### config.mk
export PLATFORM = sky130hd
export DESIGN_NAME = acr_adc_ctrl
export DESIGN_NICKNAME = d
export VERILOG_FILES = /design/src/acr_adc_sar.v /design/src/acr_adc_ctrl.v
export VERILOG_INCLUDE_DIRS = /design/src /design/src/src
export SDC_FILE = /design/constraint.sdc
export NUM_CORES = 1
export LEC_CHECK = 0
export BUFFER_PORTS_ARGS = -buffer_cell sky130_fd_sc_hd__buf_4
export CORE_MARGIN = 4
export CORE_UTILIZATION = 60
export CTS_CLUSTER_SIZE = 24
export DETAILED_ROUTE_END_ITERATION = 6
export PLACE_DENSITY = 0.86
export SKIP_CTS_REPAIR_TIMING = 1
export SYNTH_ARGS = -nofsm -noshare
export SYNTH_HDL_FRONTEND = slang
export SYNTH_SLANG_ARGS = --single-unit
### constraint.sdc
create_clock -name i_sys_clk -period 3.1 [get_ports i_sys_clk]
set_clock_uncertainty 0.1 [all_clocks]
set_input_delay 0.62 -clock i_sys_clk [delete_from_list [all_inputs] [get_ports i_sys_clk]]
set_output_delay 0.62 -clock i_sys_clk [all_outputs]
set_load 0.01 [all_outputs]
### src/acr_adc_map.vh
// register offsets, field positions, reset values and timing counts of the converter block
`ifndef ACR_ADC_MAP_VH
`define ACR_ADC_MAP_VH

// ****************************************
// register offsets
// ****************************************
`define ACR_OFS_CTRL_STATUS 8'h70
`define ACR_OFS_RESULT_HIGH 8'h71
`define ACR_OFS_RESULT_LOW 8'h72

// ****************************************
// control/status fields
// ****************************************
`define ACR_BIT_EOC 7
`define ACR_BIT_SPEED 6
`define ACR_BIT_ON 5
`define ACR_BIT_RSVD 4
`define ACR_SEL_MSB 3
`define ACR_SEL_LSB 0

// ****************************************
// reset values
// ****************************************
`define ACR_RST_CTRL 8'h00
`define ACR_RST_RESULT 10'h000

// ****************************************
// timing counts
// ****************************************
`define ACR_DIV_SLOW 3'h4
`define ACR_DIV_FAST 3'h2
`define ACR_CONV_ADC_CLOCKS 5'h18

`endif

### src/acr_adc_sar.v
// successive-approximation sequencer, one bit per two converter clock ticks
`timescale 1ns/1ns
module acr_adc_sar #(
  parameter WIDTH = 10
) (
  input wire i_sys_clk,
  input wire i_rst_n,
  input wire i_run,
  input wire i_restart,
  input wire i_tick,
  input wire i_cmp_above,
  output reg [WIDTH-1:0] o_trial,
  output reg o_done,
  output reg [WIDTH-1:0] o_result
);

  // ****************************************
  // state
  // ****************************************
  reg [WIDTH-1:0] bit_reg;
  reg [WIDTH-1:0] acc_reg;
  reg [1:0] settle_reg;
  reg phase_reg;
  wire [WIDTH-1:0] kept;

  assign kept = i_cmp_above ? o_trial : (o_trial & ~bit_reg);

  always @(posedge i_sys_clk) begin
    o_done <= 1'b0;
    if (!i_rst_n) begin
      bit_reg <= {WIDTH{1'b0}};
      acc_reg <= {WIDTH{1'b0}};
      o_trial <= {WIDTH{1'b0}};
      o_result <= {WIDTH{1'b0}};
      settle_reg <= 2'h0;
      phase_reg <= 1'b0;
    end else if (!i_run || i_restart) begin
      // any ongoing step sequence is dropped, sampling restarts
      bit_reg <= {1'b1, {(WIDTH-1){1'b0}}};
      acc_reg <= {WIDTH{1'b0}};
      o_trial <= {1'b1, {(WIDTH-1){1'b0}}};
      settle_reg <= 2'h0;
      phase_reg <= 1'b0;
    end else if (i_tick) begin
      if (settle_reg != 2'h3) begin
        // sample-and-hold time before the first comparison
        settle_reg <= settle_reg + 2'h1;
      end else if (!phase_reg) begin
        // two ticks a bit: the trial needs three clocks to come back synchronised
        phase_reg <= 1'b1;
      end else if (bit_reg[0]) begin
        phase_reg <= 1'b0;
        o_result <= kept;
        o_done <= 1'b1;
        bit_reg <= {1'b1, {(WIDTH-1){1'b0}}};
        acc_reg <= {WIDTH{1'b0}};
        o_trial <= {1'b1, {(WIDTH-1){1'b0}}};
        settle_reg <= 2'h0;
      end else begin
        phase_reg <= 1'b0;
        acc_reg <= kept;
        bit_reg <= bit_reg >> 1;
        o_trial <= kept | (bit_reg >> 1);
      end
    end
  end

endmodule

### src/acr_adc_ctrl.v
// register file and control of the 10-bit converter: control/status and result bytes
`timescale 1ns/1ns
`include "acr_adc_map.vh"
module acr_adc_ctrl #(
  parameter RES_BITS = 10,
  parameter SEL_BITS = 4
) (
  input wire i_sys_clk,
  input wire i_rst_n,
  input wire [7:0] i_addr,
  input wire [7:0] i_wdata,
  input wire i_wr,
  input wire i_rd,
  output reg [7:0] o_rdata,
  input wire i_cmp_above,
  output reg [RES_BITS-1:0] o_dac_trial,
  output reg [SEL_BITS-1:0] o_input_select,
  output reg o_converter_on,
  output reg o_adc_clk_tick
);

  // ****************************************
  // constants
  // ****************************************
  // reset image of the control byte, taken apart field by field
  localparam [7:0] RST_CTRL = `ACR_RST_CTRL;
  // converter control states
  localparam [1:0] ST_OFF = 2'h0;
  localparam [1:0] ST_ARM = 2'h1;
  localparam [1:0] ST_RUN = 2'h2;
  localparam [1:0] ST_ABORT = 2'h3;

  // ****************************************
  // registers
  // ****************************************
  reg eoc_reg;
  reg speed_reg;
  reg on_reg;
  reg rsvd_reg;
  reg [SEL_BITS-1:0] sel_reg;
  reg [2:0] div_reg;
  reg tick_reg;
  reg cmp_meta_reg;
  reg cmp_sync_reg;
  reg [1:0] state_reg;
  reg [1:0] state_next;
  reg [2:0] div_next;
  reg tick_next;
  wire restart;
  wire set_eoc;
  wire clr_eoc;
  wire wr_ctrl;
  wire rd_high;
  wire sel_change;
  wire [2:0] div_limit;
  wire [RES_BITS-1:0] trial;
  wire done;
  wire [RES_BITS-1:0] result;
  reg [7:0] rdata_next;

  // ****************************************
  // decode
  // ****************************************
  function hit;
    input [7:0] addr;
    input [7:0] ofs;
    begin
      hit = (addr == ofs);
    end
  endfunction

  assign wr_ctrl = i_wr && hit(i_addr, `ACR_OFS_CTRL_STATUS);
  assign rd_high = i_rd && hit(i_addr, `ACR_OFS_RESULT_HIGH);
  assign sel_change = wr_ctrl && (i_wdata[`ACR_SEL_MSB:`ACR_SEL_LSB] != sel_reg);
  assign div_limit = speed_reg ? `ACR_DIV_FAST : `ACR_DIV_SLOW;
  assign set_eoc = done && !sel_change && on_reg;
  assign clr_eoc = wr_ctrl || rd_high;

  // ****************************************
  // control/status register
  // ****************************************
  // the flag bit of a written value has no field here and is ignored
  always @(posedge i_sys_clk) begin
    if (!i_rst_n) begin
      speed_reg <= RST_CTRL[`ACR_BIT_SPEED];
    end else if (wr_ctrl) begin
      speed_reg <= i_wdata[`ACR_BIT_SPEED];
    end
  end

  always @(posedge i_sys_clk) begin
    if (!i_rst_n) begin
      on_reg <= RST_CTRL[`ACR_BIT_ON];
    end else if (wr_ctrl) begin
      on_reg <= i_wdata[`ACR_BIT_ON];
    end
  end

  // bit 4 is stored as written so software sees its own value back
  always @(posedge i_sys_clk) begin
    if (!i_rst_n) begin
      rsvd_reg <= RST_CTRL[`ACR_BIT_RSVD];
    end else if (wr_ctrl) begin
      rsvd_reg <= i_wdata[`ACR_BIT_RSVD];
    end
  end

  always @(posedge i_sys_clk) begin
    if (!i_rst_n) begin
      sel_reg <= RST_CTRL[`ACR_SEL_MSB:`ACR_SEL_LSB];
    end else if (wr_ctrl) begin
      sel_reg <= i_wdata[`ACR_SEL_MSB:`ACR_SEL_LSB];
    end
  end

  // a completion in the same cycle as a clear wins, unless the clearing write changes the input select
  always @(posedge i_sys_clk) begin
    if (!i_rst_n) begin
      eoc_reg <= RST_CTRL[`ACR_BIT_EOC];
    end else if (set_eoc) begin
      eoc_reg <= 1'b1;
    end else if (clr_eoc) begin
      eoc_reg <= 1'b0;
    end
  end

  // ****************************************
  // converter clock divider
  // ****************************************
  always @* begin
    div_next = div_reg + 3'h1;
    tick_next = 1'b0;
    if (div_reg >= div_limit - 3'h1) begin
      div_next = 3'h0;
      tick_next = 1'b1;
    end
  end

  always @(posedge i_sys_clk) begin
    if (!i_rst_n || !on_reg) begin
      // switched off, the divider stands still to save power
      div_reg <= 3'h0;
      tick_reg <= 1'b0;
    end else begin
      div_reg <= div_next;
      tick_reg <= tick_next;
    end
  end

  // ****************************************
  // comparator sync
  // ****************************************
  always @(posedge i_sys_clk) begin
    if (!i_rst_n) begin
      cmp_meta_reg <= 1'b0;
    end else begin
      cmp_meta_reg <= i_cmp_above;
    end
  end

  always @(posedge i_sys_clk) begin
    if (!i_rst_n) begin
      cmp_sync_reg <= 1'b0;
    end else begin
      cmp_sync_reg <= cmp_meta_reg;
    end
  end

  // ****************************************
  // converter control state
  // ****************************************
  // restart on a new input, or when switched on afresh
  assign restart = (state_reg == ST_ARM) || (state_reg == ST_ABORT);

  always @(posedge i_sys_clk) begin
    if (!i_rst_n) begin
      state_reg <= ST_OFF;
    end else begin
      state_reg <= state_next;
    end
  end

  always @* begin
    state_next = state_reg;
    case (state_reg)
      ST_OFF: begin
        if (wr_ctrl && i_wdata[`ACR_BIT_ON]) begin
          state_next = ST_ARM;
        end
      end
      ST_ARM, ST_ABORT: begin
        if (wr_ctrl && !i_wdata[`ACR_BIT_ON]) begin
          state_next = ST_OFF;
        end else if (sel_change) begin
          state_next = ST_ABORT;
        end else begin
          state_next = ST_RUN;
        end
      end
      ST_RUN: begin
        if (wr_ctrl && !i_wdata[`ACR_BIT_ON]) begin
          state_next = ST_OFF;
        end else if (sel_change) begin
          state_next = ST_ABORT;
        end
      end
      default: begin
        state_next = ST_OFF;
      end
    endcase
  end

  // free-running sequencer: each result overwrites the last
  acr_adc_sar #(
    .WIDTH(RES_BITS)
  ) u_sar (
    .i_sys_clk(i_sys_clk),
    .i_rst_n(i_rst_n),
    .i_run(on_reg),
    .i_restart(restart || sel_change),
    .i_tick(tick_reg),
    .i_cmp_above(cmp_sync_reg),
    .o_trial(trial),
    .o_done(done),
    .o_result(result)
  );

  // ****************************************
  // read port
  // ****************************************
  // the result is not latched; a late high read may pair with an older low part
  function [7:0] read_byte;
    input [7:0] addr;
    input [7:0] status;
    input [RES_BITS-1:0] value;
    begin
      case (addr)
        `ACR_OFS_CTRL_STATUS: begin
          read_byte = status;
        end
        `ACR_OFS_RESULT_HIGH: begin
          read_byte = value[RES_BITS-1:2];
        end
        `ACR_OFS_RESULT_LOW: begin
          read_byte = {6'h00, value[1:0]};
        end
        default: begin
          read_byte = 8'h00;
        end
      endcase
    end
  endfunction

  always @* begin
    rdata_next = read_byte(i_addr, {eoc_reg, speed_reg, on_reg, rsvd_reg, sel_reg}, result);
  end

  always @(posedge i_sys_clk) begin
    if (!i_rst_n) begin
      o_rdata <= 8'h00;
    end else begin
      // the read byte stands one cycle only, then the bus is quiet again
      o_rdata <= i_rd ? rdata_next : 8'h00;
    end
  end

  always @(posedge i_sys_clk) begin
    if (!i_rst_n) begin
      o_dac_trial <= {RES_BITS{1'b0}};
    end else begin
      o_dac_trial <= trial;
    end
  end

  always @(posedge i_sys_clk) begin
    if (!i_rst_n) begin
      o_input_select <= {SEL_BITS{1'b0}};
    end else begin
      o_input_select <= sel_reg;
    end
  end

  always @(posedge i_sys_clk) begin
    if (!i_rst_n) begin
      o_converter_on <= 1'b0;
    end else begin
      o_converter_on <= on_reg;
    end
  end

  always @(posedge i_sys_clk) begin
    if (!i_rst_n) begin
      o_adc_clk_tick <= 1'b0;
    end else begin
      o_adc_clk_tick <= tick_reg;
    end
  end

endmodule

==> flow_summary.yaml, run 1 <==
outcome:
  status: "completed"
die:
  start_util: 0.640
  io_pins: 45
  die_h_um: 77.3
  rows: 24
  die_x_um: 77.3
  die_area_um2: 5980
  core_um2: 4500
final_layout:
  fin_nets: 370
  final_cell_mix: "74 x dfxtp_1, 46 x buf_4, 35 x nor2_1, 31 x nand2_1, 26 x mux2i_1"
  fin_area_um2: 3350
  drive_above_1_share: 0.209
  area_delta_synth_final_pct: 16.4
  mostFrequentLayoutCell: "dfxtp_1"
  antennaDiodeCount: 0
sta:
  hold_viol: 0
  max-slew-margin-rel: 0.566
  drv_slew: 0
  worst_pin_slew_ps: 650
  timing.setup.tns_ps: 0
  period_share: 0.678
  setup_viol: 0
  clock.fmax_mhz: 476
  rsz0062_at_grt: "no"
  post-route-min-period_ps: 2100
cts:
  clock_sinks: 74
  clock-root-buffer: "clkbuf_8"
  htree_levels: 3
  clk_pin_slew_ps: 70
  cts.path.max_buffers: 2
  clock_latency_ps: 340
  cts_tree: "done"
  numCtsBuffers: 9
drt:
  routed_wl_um: 5380
  drt_iter0_drc: 100
  drtPass1Iterations: 4
  drc: 0
  ant_nets: 0
  avgRoutedWirePerCell_um: 13.4
  viasPerCell: 5.36
  num_vias: 2156
critical_path:
  crit_required_ps: 3230
  crit_path_max_fanout: 21
  regToRegSetupSlack_ps: 1080
  r2r_start: "u_sar.bit_reg[0]$_SDFFE_PP0P_"
  worstSetupPathType: "in2reg"
  start_kind: "input port"
  worstSetupStartpoint: "i_addr[0]"
  critPathArrivalTime_ps: 2230
  cp-end-kind: "flip-flop"
power:
  ir_worst_vdd_v: 0.000310
  p_leak_nw: 1.40
  finalPower_mw: 1.61
  p_per_area_nw_per_um2: 481
synth:
  syn_area_um2: 2880
  synth-main-ff-cell: "dfxtp_1"
  synth_edf_count: 0
  synthesis.nets: 329
  synth_top_cell_area_share: 0.514
  yosysSeqAreaShare: 0.514
  ys_async_sr_fraction: 0
  synth_area_leaders: "dfxtp_1 51%, mux2i_1 9.0%, nor2_1 4.6%, nand2_1 4.0%, and2_1 3.9%"
  synth_top_cell_by_area: "dfxtp_1"
  netlist_instances: 305
  ys_warn_count: 0
  synth-seq-cells: 74
  ys_types: 37
  syn-mean-instance-area_um2: 9.45
placement:
  portBuffers: 43
  dpl-instance-area_um2: 3200
  place_congestion: 0.825
  hpwl_um: 3700
grt:
  grt_overflow: 0
  grt_max_degree: 39
  grt_pass1_vias: 1999
  grt_antenna_before_repair: 0
  grt_pass1_wl_um: 9090
  grt.total_usage: 0.189
job:
  maxCapViolCount: 0
min_path:
  hold_class: "reg2reg"
  min-delay-start: "u_sar.o_done$_SDFF_PP0_"
## per-layer routing
metal | part of all wire | GRT usage | up-vias
li1 | - | - | 1107
met1 | 0.46 | 0.230 | 989
met2 | 0.47 | 0.308 | 49
met3 | 0.048 | 0.0445 | 11
met4 | 0.022 | 0.107 | 0
met5 | 0 | 0 | -
## kinds of logic after synthesis
group,Yosys count,share of synthesized area
compound gates,48,0.112
xor+xnor,6,0.0182
fa+ha+maj,3,0.0130
buf+inv,28,0.0469
flops,74,0.514
mux,26,0.0903
simple gates,120,0.206
## synth_stat cells (4+ instances only)
cell,n
mux2i_1,26
a211o_1,8
dfxtp_1,74
nand2_1,31
buf_6,4
clkbuf_1,10
nand2b_1,4
and2_1,18
or2_2,7
xor2_1,5
o21ai_0,10
nor2_1,35
a21oi_1,20
inv_1,12
nor3_1,11
## worst paths after layout
check                                                      end  cells after the start
worst max-delay path             u_sar.bit_reg[3]$_SDFFE_PP0P_                      6
worst min-delay path                      eoc_reg$_SDFFE_PN0P_                      2
worst max register to register  u_sar.o_result[5]$_SDFFE_PN0P_                      5
worst min register to register            eoc_reg$_SDFFE_PN0P_                      2
## where the power goes
group	leakage [nW]	switching [mW]	internal (mW)
combinational	0.716	0.0275	0.0256
sequential	0.597	0.00249	0.954
clock	0.0827	0.323	0.281
total	1.40	0.353	1.26
## stage by stage
step           worst slack (ps)  hold WS [ps]   util  cells
2_1_floorplan              1060           312      -    305
3_3_place_gp                676           327  0.711    387
3_5_place_dp                651           334  0.711    387
4_1_cts                    1020           352  0.745    402
5_1_grt                     864           382  0.745    402
6_report                   1000           346  0.745    402
## cell type report
type	instances	area [um2]
sequential	74	1480
multi-input combinational	203	1270
fill	315	1150
timing repair buffer	46	345
clock buffer	11	131
tap	52	65.1
inverter	12	45.0
clock inverter	4	20.0
## critical path: stages
cell	delay (ps)
buf_4	170
nand2b_1	180
or4_4	660
o2111ai_2	230
buf_4	280
nor2_1	80
(Power assumes the default switching activity.)
==> run 2: changes to the inputs <==
Settings changed: CORE_UTILIZATION 60 to 50, PLACE_DENSITY 0.86 to 0.76.
Clock period 3.1 ns to 1.85 ns, I/O delays scaled along.
==> run 2 against run 1 <==
  * Non-clock buffer count grew 14
  * Register-to-register slack worse by 870 ps
  * Critical path depth stayed put
  * Largest cell class unchanged
==> flow_summary.yaml, run 2 (same netlist as run 1, synthesis figures left out) <==
placement:
  hpwl_um: 3980
  dp_cells: 421
  portBuffers: 43
  place_congestion: 0.728
  dpl-instance-area_um2: 3350
drt:
  drc: 0
  viasPerCell: 5.03
  drtPass1Iterations: 4
  ant_nets: 0
  drt_iter0_drc: 76
  avgRoutedWirePerCell_um: 12.9
  num_vias: 2200
  routed_wl_um: 5650
sta:
  rsz0062_at_grt: "no"
  period_share: 0.898
  timing.setup.tns_ps: 0
  setup_viol: 0
  post-route-min-period_ps: 1660
  drv_slew: 0
  hold_viol: 0
  worst_pin_slew_ps: 464
  clock.fmax_mhz: 602
  max-slew-margin-rel: 0.690
critical_path:
  cp_num_cells: 6
  crit_required_ps: 2020
  max_stage_delay_ps: 550
  path_cells: "buf_4 -> nand4bb_1 -> or4_4 -> o21ai_2 -> buf_4 -> mux2i_1"
  critPathBufInv: 2
  cp-end-kind: "flip-flop"
  regToRegSetupSlack_ps: 210
  slowest_stage: "or4_4"
  path_delay_family: "simple AND/OR/NAND/NOR gates"
  rr_worst_depth: 6
  crit_path_max_fanout: 7
  critPathArrivalTime_ps: 1830
  crit_top_cell: "buf_4"
  worstSetupPathType: "in2reg"
  start_kind: "input port"
grt:
  grt_overflow: 0
  grt_pass1_wl_um: 9690
  grt.total_usage: 0.170
  grt_antenna_before_repair: 0
  grt_pass1_vias: 2147
  grt_max_degree: 38
final_layout:
  fin_util: 0.633
  multi_input_area_um2: 1270
  fin_nets: 384
  antennaDiodeCount: 0
  regArea_um2: 1480
  final_cells: 437
  mostFrequentLayoutCell: "dfxtp_1"
  drive_above_1_share: 0.238
  area_delta_synth_final_pct: 21.7
  fin_area_um2: 3510
  fillers: 483
  final_cell_mix: "74 x dfxtp_1, 59 x buf_4, 35 x nor2_1, 31 x nand2_1, 26 x mux2i_1"
power:
  finalPower_mw: 2.77
  p_leak_nw: 1.47
  p_per_area_nw_per_um2: 788
  ir_worst_vdd_v: 0.000366
cts:
  clock_sinks: 74
  cts_tree: "done"
  cts.path.max_buffers: 2
  clock_latency_ps: 340
  numCtsBuffers: 9
  clk_pin_slew_ps: 70
  htree_levels: 3
  clock-root-buffer: "clkbuf_8"
min_path:
  whs_path_depth: 2
  hold_class: "in2reg"
die:
  die_x_um: 83.9
  start_util: 0.520
  die_h_um: 83.9
  die_area_um2: 7040
  core_um2: 5540
  rows: 27
  io_pins: 45
outcome:
  status: "completed"
job:
  maxCapViolCount: 0
## run 2: power breakdown
part           switching [mW]  leakage (nW)  internal (mW)
combinational          0.0497         0.787         0.0510
sequential            0.00392         0.597           1.60
clock                   0.546        0.0872          0.518
total                   0.599          1.47           2.17
## run 2: area by class of cell
cell class / count / share of cell area
Clock buffer: 13 / 0.0424
Clock inverter: 3 / 0.00428
Inverter: 12 / 0.0128
Multi-Input combinational cell: 203 / 0.361
Sequential cell: 74 / 0.422
Tap cell: 72 / 0.0257
Timing Repair Buffer: 60 / 0.132
## run 2: worst paths after layout
check,from,endpoint
worst max-delay path,i_addr[2],u_sar.o_result[6]$_SDFFE_PN0P_
worst min register to register,cmp_meta_reg$_SDFF_PN0_,cmp_sync_reg$_SDFF_PN0_
worst max register to register,sel_reg[1]$_SDFFE_PN0N_,u_sar.o_trial[3]$_SDFFE_PP0P_
worst min-delay path,i_cmp_above,cmp_meta_reg$_SDFF_PN0_
## run 2: layer usage
metal,vias up,part of all wire,track usage
li1,1130,-,-
met1,1023,0.47,0.207
met2,37,0.48,0.285
met3,10,0.042,0.0474
met4,0,0.016,0.0658
met5,-,0,0
## run 2: per-stage QoR
stage / setup slack (ps) / hold slack (ps)
2_1_floorplan: 61.1 / 312
3_3_place_gp: -126 / 321
3_5_place_dp: -133 / 319
4_1_cts: 195 / 145
5_1_grt: 95.6 / 155
6_report: 188 / 150
